**src/tsw_regs.svh**
```systemverilog
// Register offsets, field positions, reset values and timing counts.
`ifndef TSW_REGS_SVH
`define TSW_REGS_SVH

`define TSW_ADDR_RX         8'h10
`define TSW_ADDR_PULSE      8'h11
`define TSW_ADDR_EQ         8'h13
`define TSW_ADDR_TX         8'h20

`define TSW_RST_RX          8'h01
`define TSW_RST_PULSE       8'h00
`define TSW_RST_EQ          8'h00
`define TSW_RST_TX          8'h03

`define TSW_RX_TERM_BIT     0
`define TSW_OUT_CURRENT_SEL_BIT      0
`define TSW_OUTPUT_TERM_ON_BIT      1
`define TSW_PREEMPH_LEVEL_LSB       2
`define TSW_PREEMPH_LEVEL_MSB       3

`define TSW_CLK_MHZ         200
`define TSW_PULSE_MS        100
`define TSW_PULSE_CYC       (`TSW_PULSE_MS * 1000 * `TSW_CLK_MHZ)

`define TSW_UPD_RX_NS       1000
`define TSW_UPD_PULSE_NS    1000
`define TSW_UPD_EQ_NS       1000
`define TSW_UPD_TX_NS       1000
`define TSW_NS_TO_CYC(ns)   (((ns) * `TSW_CLK_MHZ + 999) / 1000)

`endif
```
**src/tsw_pkg.sv**
```systemverilog
// Types shared by the link settings block and its pulse timer.
package tsw_pkg;

    typedef logic [7:0] tsw_byte_t;
    typedef logic [15:0] tsw_win_t;

    typedef enum logic [1:0] {
        TSW_IDLE  = 2'b01,
        TSW_PULSE = 2'b10
    } tsw_pulse_state_e;

endpackage : tsw_pkg

```
**src/tsw_pulse_if.sv**
```systemverilog
// Interface between the settings bank and the termination pulse timer.
`timescale 1ns/1ps
interface tsw_pulse_if;
    logic       start;
    logic [7:0] mask;
    logic       active;
    logic [7:0] chan_off;

    modport ctrl  (output start, output mask, input active, input chan_off);
    modport timer (input start, input mask, output active, output chan_off);
endinterface : tsw_pulse_if

```
**src/tsw_link_settings.sv**
```systemverilog
// Configuration bank for the high-speed path of a 2:1 video switch.
//
// How it works
// - Input termination bit low disconnects all inputs; high connects them.
// - On a source change, flagged channels disconnect for about 100 ms.
// - Pulse bits 0-3 are A0-A3, bits 4-7 are B3 down to B0.
// - Equalizer bit 0 selects 6 dB, 1 selects 12 dB, same order.
// - Two-bit pre-emphasis for all outputs: none, 2, 4, 6 dB.
// - One bit switches all output terminations off or on.
// - One bit sets output drive to 10 mA or 20 mA.
// - Defaults route input A, 6 dB, no pre-emphasis, terminations on.
// - Reset returns every setting to its default.
// - Writes apply at once in an idle window, else at its end; later writes don't restart it.
// - Source select picks A or B; its change starts pulsing while input terminations are on.
`timescale 1ns/1ps
`include "tsw_regs.svh"
module tsw_link_settings
    import tsw_pkg::*;
#(
    parameter int unsigned PULSE_CYCLES = `TSW_PULSE_CYC
) (
    input  wire logic       i_clk,
    input  wire logic       i_rst,
    input  wire logic       i_wr_en,
    input  wire logic [7:0] i_wr_addr,
    input  wire logic [7:0] i_wr_data,
    input  wire logic [7:0] i_rd_addr,
    input  wire logic       i_hs_source_sel,
    output logic      [7:0] o_rd_data,
    output logic            o_hs_route_b,
    output logic      [3:0] o_term_a,
    output logic      [3:0] o_term_b,
    output logic      [3:0] o_eq_high_a,
    output logic      [3:0] o_eq_high_b,
    output logic      [1:0] o_preemph_level,
    output logic            o_output_term_on,
    output logic            o_out_current_sel
);

    localparam int unsigned NREG = 4;

    // Bit 2 flags a mapped address; bits 1:0 give the storage index.
    function automatic logic [2:0] reg_index(input logic [7:0] addr);
        case (addr)
            `TSW_ADDR_RX:    reg_index = 3'b100;
            `TSW_ADDR_PULSE: reg_index = 3'b101;
            `TSW_ADDR_EQ:    reg_index = 3'b110;
            `TSW_ADDR_TX:    reg_index = 3'b111;
            default:         reg_index = 3'b000;
        endcase
    endfunction : reg_index

    function automatic tsw_byte_t rst_val(input int unsigned idx);
        case (idx)
            0:       rst_val = `TSW_RST_RX;
            1:       rst_val = `TSW_RST_PULSE;
            2:       rst_val = `TSW_RST_EQ;
            default: rst_val = `TSW_RST_TX;
        endcase
    endfunction : rst_val

    function automatic tsw_win_t win_len(input int unsigned idx);
        case (idx)
            0:       win_len = 16'(`TSW_NS_TO_CYC(`TSW_UPD_RX_NS));
            1:       win_len = 16'(`TSW_NS_TO_CYC(`TSW_UPD_PULSE_NS));
            2:       win_len = 16'(`TSW_NS_TO_CYC(`TSW_UPD_EQ_NS));
            default: win_len = 16'(`TSW_NS_TO_CYC(`TSW_UPD_TX_NS));
        endcase
    endfunction : win_len

    // Channel vectors are held A0..A3,B3..B0; this returns input B 3:0.
    function automatic logic [3:0] b_side(input tsw_byte_t v);
        b_side = {v[4], v[5], v[6], v[7]};
    endfunction : b_side

    tsw_byte_t  shadow_q [NREG];
    tsw_byte_t  shadow_d [NREG];
    tsw_byte_t  active_q [NREG];
    tsw_byte_t  active_d [NREG];
    tsw_win_t   win_q    [NREG];
    tsw_win_t   win_d    [NREG];
    logic [2:0] wr_idx;
    logic [2:0] rd_idx;
    tsw_byte_t  rd_d;
    tsw_byte_t  rd_q;

    assign wr_idx = reg_index(i_wr_addr);
    assign rd_idx = reg_index(i_rd_addr);

    // The readable value is the last one written, not the applied one.
    always_comb begin
        for (int unsigned i = 0; i < NREG; i++) begin
            shadow_d[i] = shadow_q[i];
            active_d[i] = active_q[i];
            win_d[i]    = (win_q[i] != 16'h0) ? win_q[i] - 16'h1 : 16'h0;
            if (i_wr_en && wr_idx[2] && (wr_idx[1:0] == 2'(i))) begin
                shadow_d[i] = i_wr_data;
                if (win_q[i] == 16'h0) begin
                    active_d[i] = i_wr_data;
                    win_d[i]    = win_len(i);
                end
            end
            if (win_q[i] == 16'h1) begin
                active_d[i] = shadow_d[i];
            end
        end
        rd_d = rd_idx[2] ? shadow_q[rd_idx[1:0]] : 8'h00;
    end

    always_ff @(posedge i_clk) begin
        if (i_rst) begin
            for (int unsigned i = 0; i < NREG; i++) begin
                shadow_q[i] <= rst_val(i);
                active_q[i] <= rst_val(i);
                win_q[i]    <= 16'h0;
            end
            rd_q <= 8'h00;
        end else begin
            for (int unsigned i = 0; i < NREG; i++) begin
                shadow_q[i] <= shadow_d[i];
                active_q[i] <= active_d[i];
                win_q[i]    <= win_d[i];
            end
            rd_q <= rd_d;
        end
    end

    assign o_rd_data = rd_q;

    // Source tracking and termination state.
    tsw_pulse_if pif ();

    logic      term_on;
    logic      src_q;
    logic      src_d;
    tsw_byte_t term_q;
    tsw_byte_t term_d;

    assign term_on = active_q[0][`TSW_RX_TERM_BIT];

    // a change of select is the switch event
    assign pif.start = (i_hs_source_sel != src_q) && term_on;
    assign pif.mask  = active_q[1];

    always_comb begin
        src_d  = i_hs_source_sel;
        term_d = term_on ? ~pif.chan_off : 8'h00;
    end

    always_ff @(posedge i_clk) begin
        // default routes input A, terminations on
        if (i_rst) begin
            src_q  <= 1'b0;
            term_q <= 8'hff;
        end else begin
            src_q  <= src_d;
            term_q <= term_d;
        end
    end

    tsw_pulse_timer #(
        .PULSE_CYCLES (PULSE_CYCLES)
    ) u_pulse (
        .i_clk (i_clk),
        .i_rst (i_rst),
        .pif   (pif.timer)
    );

    assign o_hs_route_b      = src_q;
    assign o_term_a          = term_q[3:0];
    assign o_term_b          = b_side(term_q);
    assign o_eq_high_a       = active_q[2][3:0];
    assign o_eq_high_b       = b_side(active_q[2]);
    assign o_preemph_level   = active_q[3][`TSW_PREEMPH_LEVEL_MSB:`TSW_PREEMPH_LEVEL_LSB];
    assign o_output_term_on  = active_q[3][`TSW_OUTPUT_TERM_ON_BIT];
    assign o_out_current_sel = active_q[3][`TSW_OUT_CURRENT_SEL_BIT];

    // Checks.
    property p_term_off;
        @(posedge i_clk) disable iff (i_rst)
        !term_on |=> (o_term_a == 4'h0) && (o_term_b == 4'h0);
    endproperty
    a_term_off: assert property (p_term_off)
        else $error("Input terminations stayed on while disabled.");

    property p_pulse_drop;
        @(posedge i_clk) disable iff (i_rst)
        (pif.start && active_q[1][0] && term_on && $stable(active_q[0]))
            |=> ##1 !o_term_a[0];
    endproperty
    a_pulse_drop: assert property (p_pulse_drop)
        else $error("Channel A0 did not drop on a source change.");

    property p_b_order;
        @(posedge i_clk) disable iff (i_rst)
        1'b1 |-> (o_term_b[0] == term_q[7]) && (o_term_b[3] == term_q[4]);
    endproperty
    a_b_order: assert property (p_b_order)
        else $error("Input B channel order is not reversed.");

    property p_eq_map;
        @(posedge i_clk) disable iff (i_rst)
        1'b1 |-> (o_eq_high_b[0] == active_q[2][7])
                 && (o_eq_high_a == active_q[2][3:0]);
    endproperty
    a_eq_map: assert property (p_eq_map)
        else $error("Equalizer bits mapped to wrong channels.");

    property p_tx_apply;
        @(posedge i_clk) disable iff (i_rst)
        (i_wr_en && i_wr_addr == `TSW_ADDR_TX && win_q[3] == 16'h0)
            |=> (o_preemph_level == $past(i_wr_data[3:2]))
                && (o_out_current_sel == $past(i_wr_data[0]))
                && (o_output_term_on == $past(i_wr_data[1]));
    endproperty
    a_tx_apply: assert property (p_tx_apply)
        else $error("Transmitter write did not apply at once.");

    property p_defaults;
        @(posedge i_clk)
        i_rst |=> (o_eq_high_a == 4'h0) && (o_preemph_level == 2'b00)
                  && o_output_term_on && !o_hs_route_b
                  && (o_term_a == 4'hf) && (o_rd_data == 8'h00);
    endproperty
    a_defaults: assert property (p_defaults)
        else $error("Reset did not restore the default state.");

    property p_hold_in_window;
        @(posedge i_clk) disable iff (i_rst)
        (win_q[2] > 16'h1) |=> $stable(active_q[2]);
    endproperty
    a_hold_in_window: assert property (p_hold_in_window)
        else $error("Equalizer setting changed inside its window.");

    property p_window_end;
        @(posedge i_clk) disable iff (i_rst)
        (win_q[2] == 16'h1) |=> (active_q[2] == shadow_q[2]);
    endproperty
    a_window_end: assert property (p_window_end)
        else $error("Last written value not applied at window end.");

    property p_route;
        @(posedge i_clk) disable iff (i_rst)
        1'b1 |=> (o_hs_route_b == $past(i_hs_source_sel));
    endproperty
    a_route: assert property (p_route)
        else $error("Route does not follow the source select.");

    // The timer's own state is watched, so a wrong start gate is caught.
    property p_no_pulse_off;
        @(posedge i_clk) disable iff (i_rst)
        ((i_hs_source_sel != src_q) && !term_on && !pif.active)
            |=> !pif.active;
    endproperty
    a_no_pulse_off: assert property (p_no_pulse_off)
        else $error("Pulse started while terminations disabled.");

    property p_term_on;
        @(posedge i_clk) disable iff (i_rst)
        (term_on && (pif.chan_off == 8'h00))
            |=> (o_term_a == 4'hf) && (o_term_b == 4'hf);
    endproperty
    a_term_on: assert property (p_term_on)
        else $error("Input terminations stayed off while enabled.");

    property p_eq_apply;
        @(posedge i_clk) disable iff (i_rst)
        (i_wr_en && i_wr_addr == `TSW_ADDR_EQ && win_q[2] == 16'h0)
            |=> (o_eq_high_a == $past(i_wr_data[3:0]));
    endproperty
    a_eq_apply: assert property (p_eq_apply)
        else $error("Equalizer write in an idle window did not apply.");

    property p_tx_hold;
        @(posedge i_clk) disable iff (i_rst)
        (win_q[3] > 16'h1) |=> $stable(active_q[3]);
    endproperty
    a_tx_hold: assert property (p_tx_hold)
        else $error("Transmitter setting changed inside its window.");

endmodule : tsw_link_settings

```
**src/tsw_pulse_timer.sv**
```systemverilog
// Termination pulse timer: holds selected inputs disconnected.
`timescale 1ns/1ps
`include "tsw_regs.svh"
module tsw_pulse_timer
    import tsw_pkg::*;
#(
    parameter int unsigned PULSE_CYCLES = `TSW_PULSE_CYC
) (
    input  wire logic   i_clk,
    input  wire logic   i_rst,
    tsw_pulse_if.timer  pif
);

    tsw_pulse_state_e state_q;
    tsw_pulse_state_e state_d;
    logic [31:0]      cnt_q;
    logic [31:0]      cnt_d;
    logic [7:0]       off_q;
    logic [7:0]       off_d;

    always_comb begin
        state_d = state_q;
        cnt_d   = cnt_q;
        off_d   = off_q;
        if (pif.start) begin
            state_d = TSW_PULSE;
            cnt_d   = 32'(PULSE_CYCLES - 1);
            off_d   = pif.mask;
        end else begin
            case (state_q)
                TSW_IDLE: begin
                    off_d = 8'h00;
                end
                TSW_PULSE: begin
                    if (cnt_q == 32'h0) begin
                        state_d = TSW_IDLE;
                        off_d   = 8'h00;
                    end else begin
                        cnt_d = cnt_q - 32'h1;
                    end
                end
                default: begin
                    state_d = TSW_IDLE;
                    off_d   = 8'h00;
                end
            endcase
        end
    end

    always_ff @(posedge i_clk) begin
        if (i_rst) begin
            state_q <= TSW_IDLE;
            cnt_q   <= 32'h0;
            off_q   <= 8'h00;
        end else begin
            state_q <= state_d;
            cnt_q   <= cnt_d;
            off_q   <= off_d;
        end
    end

    assign pif.active   = (state_q == TSW_PULSE);
    assign pif.chan_off = off_q;

    property p_pulse_load;
        @(posedge i_clk) disable iff (i_rst)
        pif.start |=> (off_q == $past(pif.mask))
                      && (cnt_q == 32'(PULSE_CYCLES - 1));
    endproperty
    a_pulse_load: assert property (p_pulse_load)
        else $error("Pulse did not load mask and full count.");

    property p_pulse_end;
        @(posedge i_clk) disable iff (i_rst)
        (pif.active && cnt_q == 32'h0 && !pif.start)
            |=> (!pif.active && off_q == 8'h00);
    endproperty
    a_pulse_end: assert property (p_pulse_end)
        else $error("Pulse did not end when its count ran out.");

endmodule : tsw_pulse_timer

```
**config.mk**
```make
export PLATFORM = sky130hd
export DESIGN_NAME = tsw_link_settings
export DESIGN_NICKNAME = d
export VERILOG_FILES = /design/src/tsw_pkg.sv /design/src/tsw_pulse_if.sv /design/src/tsw_link_settings.sv /design/src/tsw_pulse_timer.sv
export VERILOG_INCLUDE_DIRS = /design/src
export SDC_FILE = /design/constraint.sdc
export NUM_CORES = 1
export LEC_CHECK = 0
export BUFFER_PORTS_ARGS = -buffer_cell sky130_fd_sc_hd__buf_2
export CAP_MARGIN = 20
export CELL_PAD_IN_SITES_DETAIL_PLACEMENT = 0
export CELL_PAD_IN_SITES_GLOBAL_PLACEMENT = 1
export CORE_MARGIN = 5
export CORE_UTILIZATION = 40
export DETAILED_ROUTE_END_ITERATION = 16
export PLACE_DENSITY_LB_ADDON = 0.15
export SETUP_SLACK_MARGIN = 0.4
export SYNTH_ARGS = -nofsm -noshare
export SYNTH_HDL_FRONTEND = slang
export SYNTH_SLANG_ARGS = --single-unit
```
**constraint.sdc**
```tcl
create_clock -name i_clk -period 4.03 [get_ports i_clk]
set_clock_uncertainty 0.05 [all_clocks]
set_input_delay 0.6045 -clock i_clk [delete_from_list [all_inputs] [get_ports i_clk]]
set_output_delay 0.6045 -clock i_clk [all_outputs]
set_load 0.1 [all_outputs]
```
## Word-level counts from Yosys, hierarchy flattened

Memories as Yosys holds them, arrays and structs flattened. A register that Yosys moved wholly into a read port is not among the register bits.
Cells that the tools add are included.

- Register bits after elaboration: 51
- Bits in writable memories: 128
- Input port bits: 28
- Output and inout port bits: 29
- Logic and storage cells: 130
- Memories kept: 3

Memories:

| memory | depth | bits a word | rd ports | clocked after memory_dff | write ports | RTL line | text |
|---|---|---|---|---|---|---|---|
| win_q | 4 | 16 | 4 | 0 | 4 | tsw_link_settings.sv:80 | `tsw_win_t win_q [NREG];` |
| active_q | 4 | 8 | 4 | 0 | 4 | tsw_link_settings.sv:78 | `tsw_byte_t active_q [NREG];` |
| shadow_q | 4 | 8 | 5 | 1 | 4 | tsw_link_settings.sv:76 | `tsw_byte_t shadow_q [NREG];` |

- Add/sub/neg operators: 5
- Equality and inequality tests: 21
- Multiplexer cells: 58
- Bitwise logic cells: 15
- Reduce and logical (&&, ||, !) cells: 22

Operators with widths:

| cell | count |
|---|---|
| 2-to-1 mux 16 bit | 16 |
| 2-to-1 mux 8 bit | 31 |
| 2-to-1 mux 25 bit | 3 |
| equality test 16 x 1 -> 1 bit, second input constant | 4 |
| logical NOT 16 bit | 4 |
| nonzero test 16 bit | 4 |
| subtractor 16 x 1 -> 16 bit, second input constant | 4 |
| equality test 8 x 5 -> 1 bit, second input constant | 6 |
| logical NOT 32 bit | 1 |
| subtractor 32 x 1 -> 32 bit, second input constant | 1 |
| one-hot mux 3 bit (4 select lines) | 2 |
| equality test 8 x 6 -> 1 bit, second input constant | 2 |
| OR 1 bit | 12 |
| inverter 8 bit | 1 |
| equality test 2 bit, second input constant | 3 |
| logical AND 1 bit | 6 |
| AND reduction 2 bit | 3 |
| equality test 2 x 1 -> 1 bit, second input constant | 2 |
| 2-to-1 mux 2 bit | 2 |
| != test 2 bit, second input constant | 2 |
| one-hot mux 2 bit (2 select lines) | 1 |
| OR reduction 2 bit | 2 |
| 2-to-1 mux 1 bit | 3 |
| != test 3 x 2 -> 1 bit, second input constant | 1 |
| 4 further kinds | 5 |

## Depth between registers and ports, before layout

- Depth in word-level cells: 7
- Depth in mapped cells: 9
- Mapped depth without buffers: 7

## Modules after synthesis

From an unflattened synthesis, not the netlist that was laid out.

- Cells, all modules: 859
- Area total of the unflattened synthesis: 7837.5 um2

By module, submodules not included:

| module | times used | cells an instance | area an instance (um2) | seq. area each (um2) |
|---|---|---|---|---|
| tsw_link_settings | 1 | 629 | 5845.6 | 2682.6 |
| tsw_pulse_timer | 1 | 230 | 1991.9 | 840.8 |

## Worst setup path before layout

No wires, ideal clock.

- Path type: in2reg
- Start: in i_wr_addr[1]
- End: mem active_q[3][0] (netlist name)
- Arrival time: 2.334 ns
- Setup slack: 1.519 ns
- Cell stages on the path: 6
- Path buffers: 1
- Cells stage by stage: clkbuf_1 -> or4b_1 -> nor3_2 -> nand3_1 -> and3_1 -> or3_1

RTL lines:

| what | RTL line | text |
|---|---|---|
| start: declaration | tsw_link_settings.sv:25 | `input wire logic [7:0] i_wr_addr,` |
| end: declaration | tsw_link_settings.sv:78 |  |

## Worst setup path after layout

- Start: reg u_pulse.cnt_q[24]
- End: reg u_pulse.cnt_q[6]

- Cells in the longest elaborated chain, start to end: 3

RTL lines:

| what | RTL line | text |
|---|---|---|
| start: declaration | tsw_pulse_timer.sv:16 | `logic [31:0] cnt_q;` |
| start signal: assignment | tsw_pulse_timer.sv:57 | `cnt_q <= cnt_d;` |
| logical NOT 32 bit | tsw_pulse_timer.sv:35 | `if (cnt_q == 32'h0) begin` |
| != test 2 bit (no line) | n/a |  |
| AND reduction 2 bit (no line) | n/a |  |

Every way passes these cells.
A chain may end at the register's enable or synchronous reset.

==> impl_metrics.py <==
metrics = {
    "layout": {
        "layout-drive-gt1-share_pct": 12.12,
        "syn2layout_area_growth_pct": 14.20,
        "diodes": 0,
        "utilization_pct": 46.01,
        "nets": 961,
        "instances_no_fill": 1197,
        "fin_area_mm2": 0.008866,
    },
    "sta": {
        "timing.final.max_slew_violations": 0,
        "setup_violations": 0,
        "period_minus_slack_ns": 2.749,
        "hold_viol": 0,
        "period_share_pct": 68.20,
        "slew_headroom_pct": 41.50,
        "worst_slew_pin_slew_ns": 0.8709,
        "rsz0062_at_grt": "no",
        "timing.fmax_mhz": 363.8,
        "timing.setup.tns_ns": 0,
    },
    "placement": {
        "gp_routability_congestion": 0.8085,
        "place_area_mm2": 0.008310,
        "dp_cells": 1164,
        "port_buffers": 56,
        "dpl.hpwl_um": 13370,
    },
    "setup_path": {
        "max_stage_delay_ns": 0.93,
        "r2r_start": "u_pulse.cnt_q[24]",
        "cp_top_family": "simple AND/OR/NAND/NOR gates",
        "crit_type": "reg -> reg",
        "cp_slowest_cell": "o311ai_1",
        "cp_max_fo": 12,
        "cp-end-kind": "flop",
        "rr_endpoint": "u_pulse.cnt_q[6]",
        "crit_path_start_kind": "flop",
        "crit_path_end": "u_pulse.cnt_q[6]",
        "rr_worst_depth": 5,
        "crit_chain": "nor4_1 -> nand4_1 -> o311ai_1 -> or4_1 -> a31oi_1",
        "critPathLaunch": "u_pulse.cnt_q[24]",
        "path_buf_inv": 0,
        "critPathRequiredTime_ns": 4.26,
        "cp.depth": 5,
        "crit_arrival_ns": 2.98,
        "reg2reg_slack_ns": 1.28,
    },
    "power": {
        "netSwitchingFraction_pct": 34.50,
        "ir_worst_vdd_mv": 0.3316,
        "pwr-share-seq_pct": 41.0,
        "p_total_mw": 5.394,
        "comb_power_share_pct": 30.2,
        "power.density_mw_per_mm2": 608.4,
        "switchingPower_mw": 1.861,
        "p_clk_share_pct": 28.7,
        "leakage_nw": 3.451,
        "power.internal_mw": 3.533,
    },
    "flow_run": {
        "maxCapViolCount": 0,
    },
    "die": {
        "dieArea_mm2": 0.02230,
        "num_io_pins": 57,
        "core-area_mm2": 0.01927,
        "start_util_pct": 40.29,
        "die_h_um": 149.3,
        "rows": 51,
        "dieWidth_um": 149.3,
    },
    "status": {
        "status": "finished clean",
    },
    "routing": {
        "met2_length_um": 9389,
        "routed_wl_um": 18330,
        "drtPass1Iterations": 4,
        "drc": 0,
        "topRoutingLayerUsed": "met4",
        "wl_met3_um": 582,
        "routedWlPerCell_um": 15.31,
        "ant_nets": 0,
        "wl_met1_um": 8180,
        "drtIter0Drc": 328,
        "avgViaCountPerCell": 5.357,
        "vias": 6412,
    },
    "synthesis": {
        "yosysSeqAreaShare_pct": 45.38,
        "synth_cell_types": 57,
        "netlist_area_mm2": 0.007764,
        "syn_inst": 870,
        "synth-edff-count": 0,
        "ys_async_sr_fraction_pct": 0,
        "ys_warn_count": 0,
        "ys_ff_latch": 176,
        "ys.flop_type": "dfxtp_1",
        "synth_area_per_cell_um2": 8.924,
        "synth_nets": 912,
    },
    "clock_tree": {
        "clockRootBuffer": "clkbuf_16",
        "cts_tree": "yes",
        "clock_latency_ns": 0.42,
        "numCtsBuffers": 17,
        "post-cts-setup-buffers": 0,
        "clkTransAtPathRegs_ns": 0.06,
        "clk_path_buf_depth": 2,
        "clkSinkCount": 176,
        "htreeDepth": 4,
        "hold_buffers": 0,
        "cts-resized-gates": 0,
    },
    "global_routing": {
        "grt_pass1_vias": 6434,
        "grt_start_max_net_pins": 39,
        "overflow": 0,
        "track_usage_pct": 16.81,
        "grt_antenna_before_repair": 0,
        "grt_first_pass_wirelength_um": 30750,
    },
    "min_path": {
        "min_path_type": "in -> reg",
    },
}
flip-flops by register name, summed over array words and instances, names as in the netlist, named ones only:
signal	flops
u_pulse.cnt_q	32
win_q	64
u_pulse.state_q	2
active_q	21
o_hs_route_b	1
u_pulse.pif.chan_off	8
shadow_q	21
o_rd_data	8
term_q	8
cells by family (layout without fill, tap and decap cells):
| family | after synthesis | in the layout | synth area share (%) |
|---|---|---|---|
| AOI/OAI and AO/OA | 168 | 168 | 14.46 |
| xor gates and xnor gates | 61 | 61 | 6.882 |
| adders and majority gates | 14 | 14 | 2.256 |
| buffers and inverters | 69 | 131 | 3.497 |
| DFF | 176 | 176 | 45.38 |
| muxes | 27 | 27 | 3.481 |
| and+or+nand+nor | 355 | 355 | 24.05 |
worst register-to-register path, stage by stage (launching register included):
cell and delay, ns:
dfxtp_1 0.37, nor4_1 0.44, nand4_1 0.52, o311ai_1 0.93
or4_1 0.21, a31oi_1 0.09
cell usage in the layout (no fill, tap or decap), drive strengths merged, types with 3 or more instances in the layout:
cell type  Yosys  layout
mux2i         27      27
dfxtp        176     176
a31oi         14      14
a21oi         42      42
o211ai        16      16
or4b           8       8
a21o          19      19
and2           5       5
nand3         15      15
o31ai         18      18
nand2b         7       7
or4           26      26
nor2b          6       6
ha            14      14
buf            9      68
inv           30      31
and4           5       5
o21ai         26      26
clkbuf        30      23
o41ai          6       6
nor4b          5       5
xnor2         34      34
or3           10      10
nor3          26      26
and3           4       4
nand3b         3       3
a211oi         8       8
nand2         67      67
clkinv         0       5
nand4          9       9
nor4          23      23
nor2         117     117
or2            6       6
nand4b         6       6
a22o          10      10
clkinvlp       0       3
xor2          27      27
worst min-delay path by stage:
stage                                        from  slack (ns)             end  depth (start not counted)
after global routing              i_hs_source_sel        0.39    o_hs_route_b                          2
after global placement             active_q[2][5]        0.39  active_q[2][5]                          2
final                             i_hs_source_sel        0.38    o_hs_route_b                          2
after floorplan           u_pulse.pif.chan_off[0]        0.36       term_q[0]                          1
after detailed placement           active_q[2][7]        0.38  active_q[2][7]                          2
after CTS                         i_hs_source_sel        0.37    o_hs_route_b                          2
synthesized netlist by cell type, types with 6 or more instances:
library cell    n  area (um^2)
xnor2_1        34        297.8
nor2b_1         6        37.54
nand4b_1        6        52.55
a21o_1         19        142.6
o21ai_0        22        110.1
nand2b_1        7        43.79
dfxtp_1       176         3523
inv_1          30        112.6
nand3_1        15        75.07
a22o_1         10        87.58
clkbuf_1       30        112.6
mux2i_1        27        270.3
a21oi_1        42        210.2
nor4_1         22        137.6
nor2_1        117        439.2
a211oi_1        7        52.55
or4_1          24        180.2
xor2_1         27        236.5
o41ai_1         6        52.55
a31oi_1        14        87.58
nor3_1         24        120.1
nand2_1        67        251.5
nand4_1         9        56.30
ha_1           14        175.2
or3_1          10        62.56
o211ai_1       16        120.1
o31ai_1        17        127.6
power groups by stage:
stage	combinational [mW]	sequential, mW	clock, mW
after floorplan	1.31	2.23	0
after global placement	1.58	2.23	0
after detailed placement	1.63	2.25	0
after CTS	1.65	2.21	1.59
after global routing	1.85	2.25	1.68
final	1.63	2.21	1.55
per-stage QoR:
step,setup WS [ns],hold WS [ns]
after floorplan,1.519,0.3611
after global placement,1.038,0.3870
after detailed placement,1.251,0.3843
after CTS,1.251,0.3712
after global routing,1.007,0.3874
final,1.281,0.3793
area by class of cell:
type,count,area [um^2]
Inverter,30,112.6
Tap cell,265,331.6
Sequential cell,176,3523
Clock buffer,22,464.2
Clock inverter,10,86.33
Multi-Input combinational cell,625,3975
Fill cell,1950,10410
Timing Repair Buffer,69,372.9
per-layer routing:
layer	global-route usage (%)	vias to the layer above
li1	-	3218
met1	20.77	3098
met2	29.58	84
met3	3.707	12
met4	4.577	0
met5	0	-
Power figures use the tool's default switching activity.
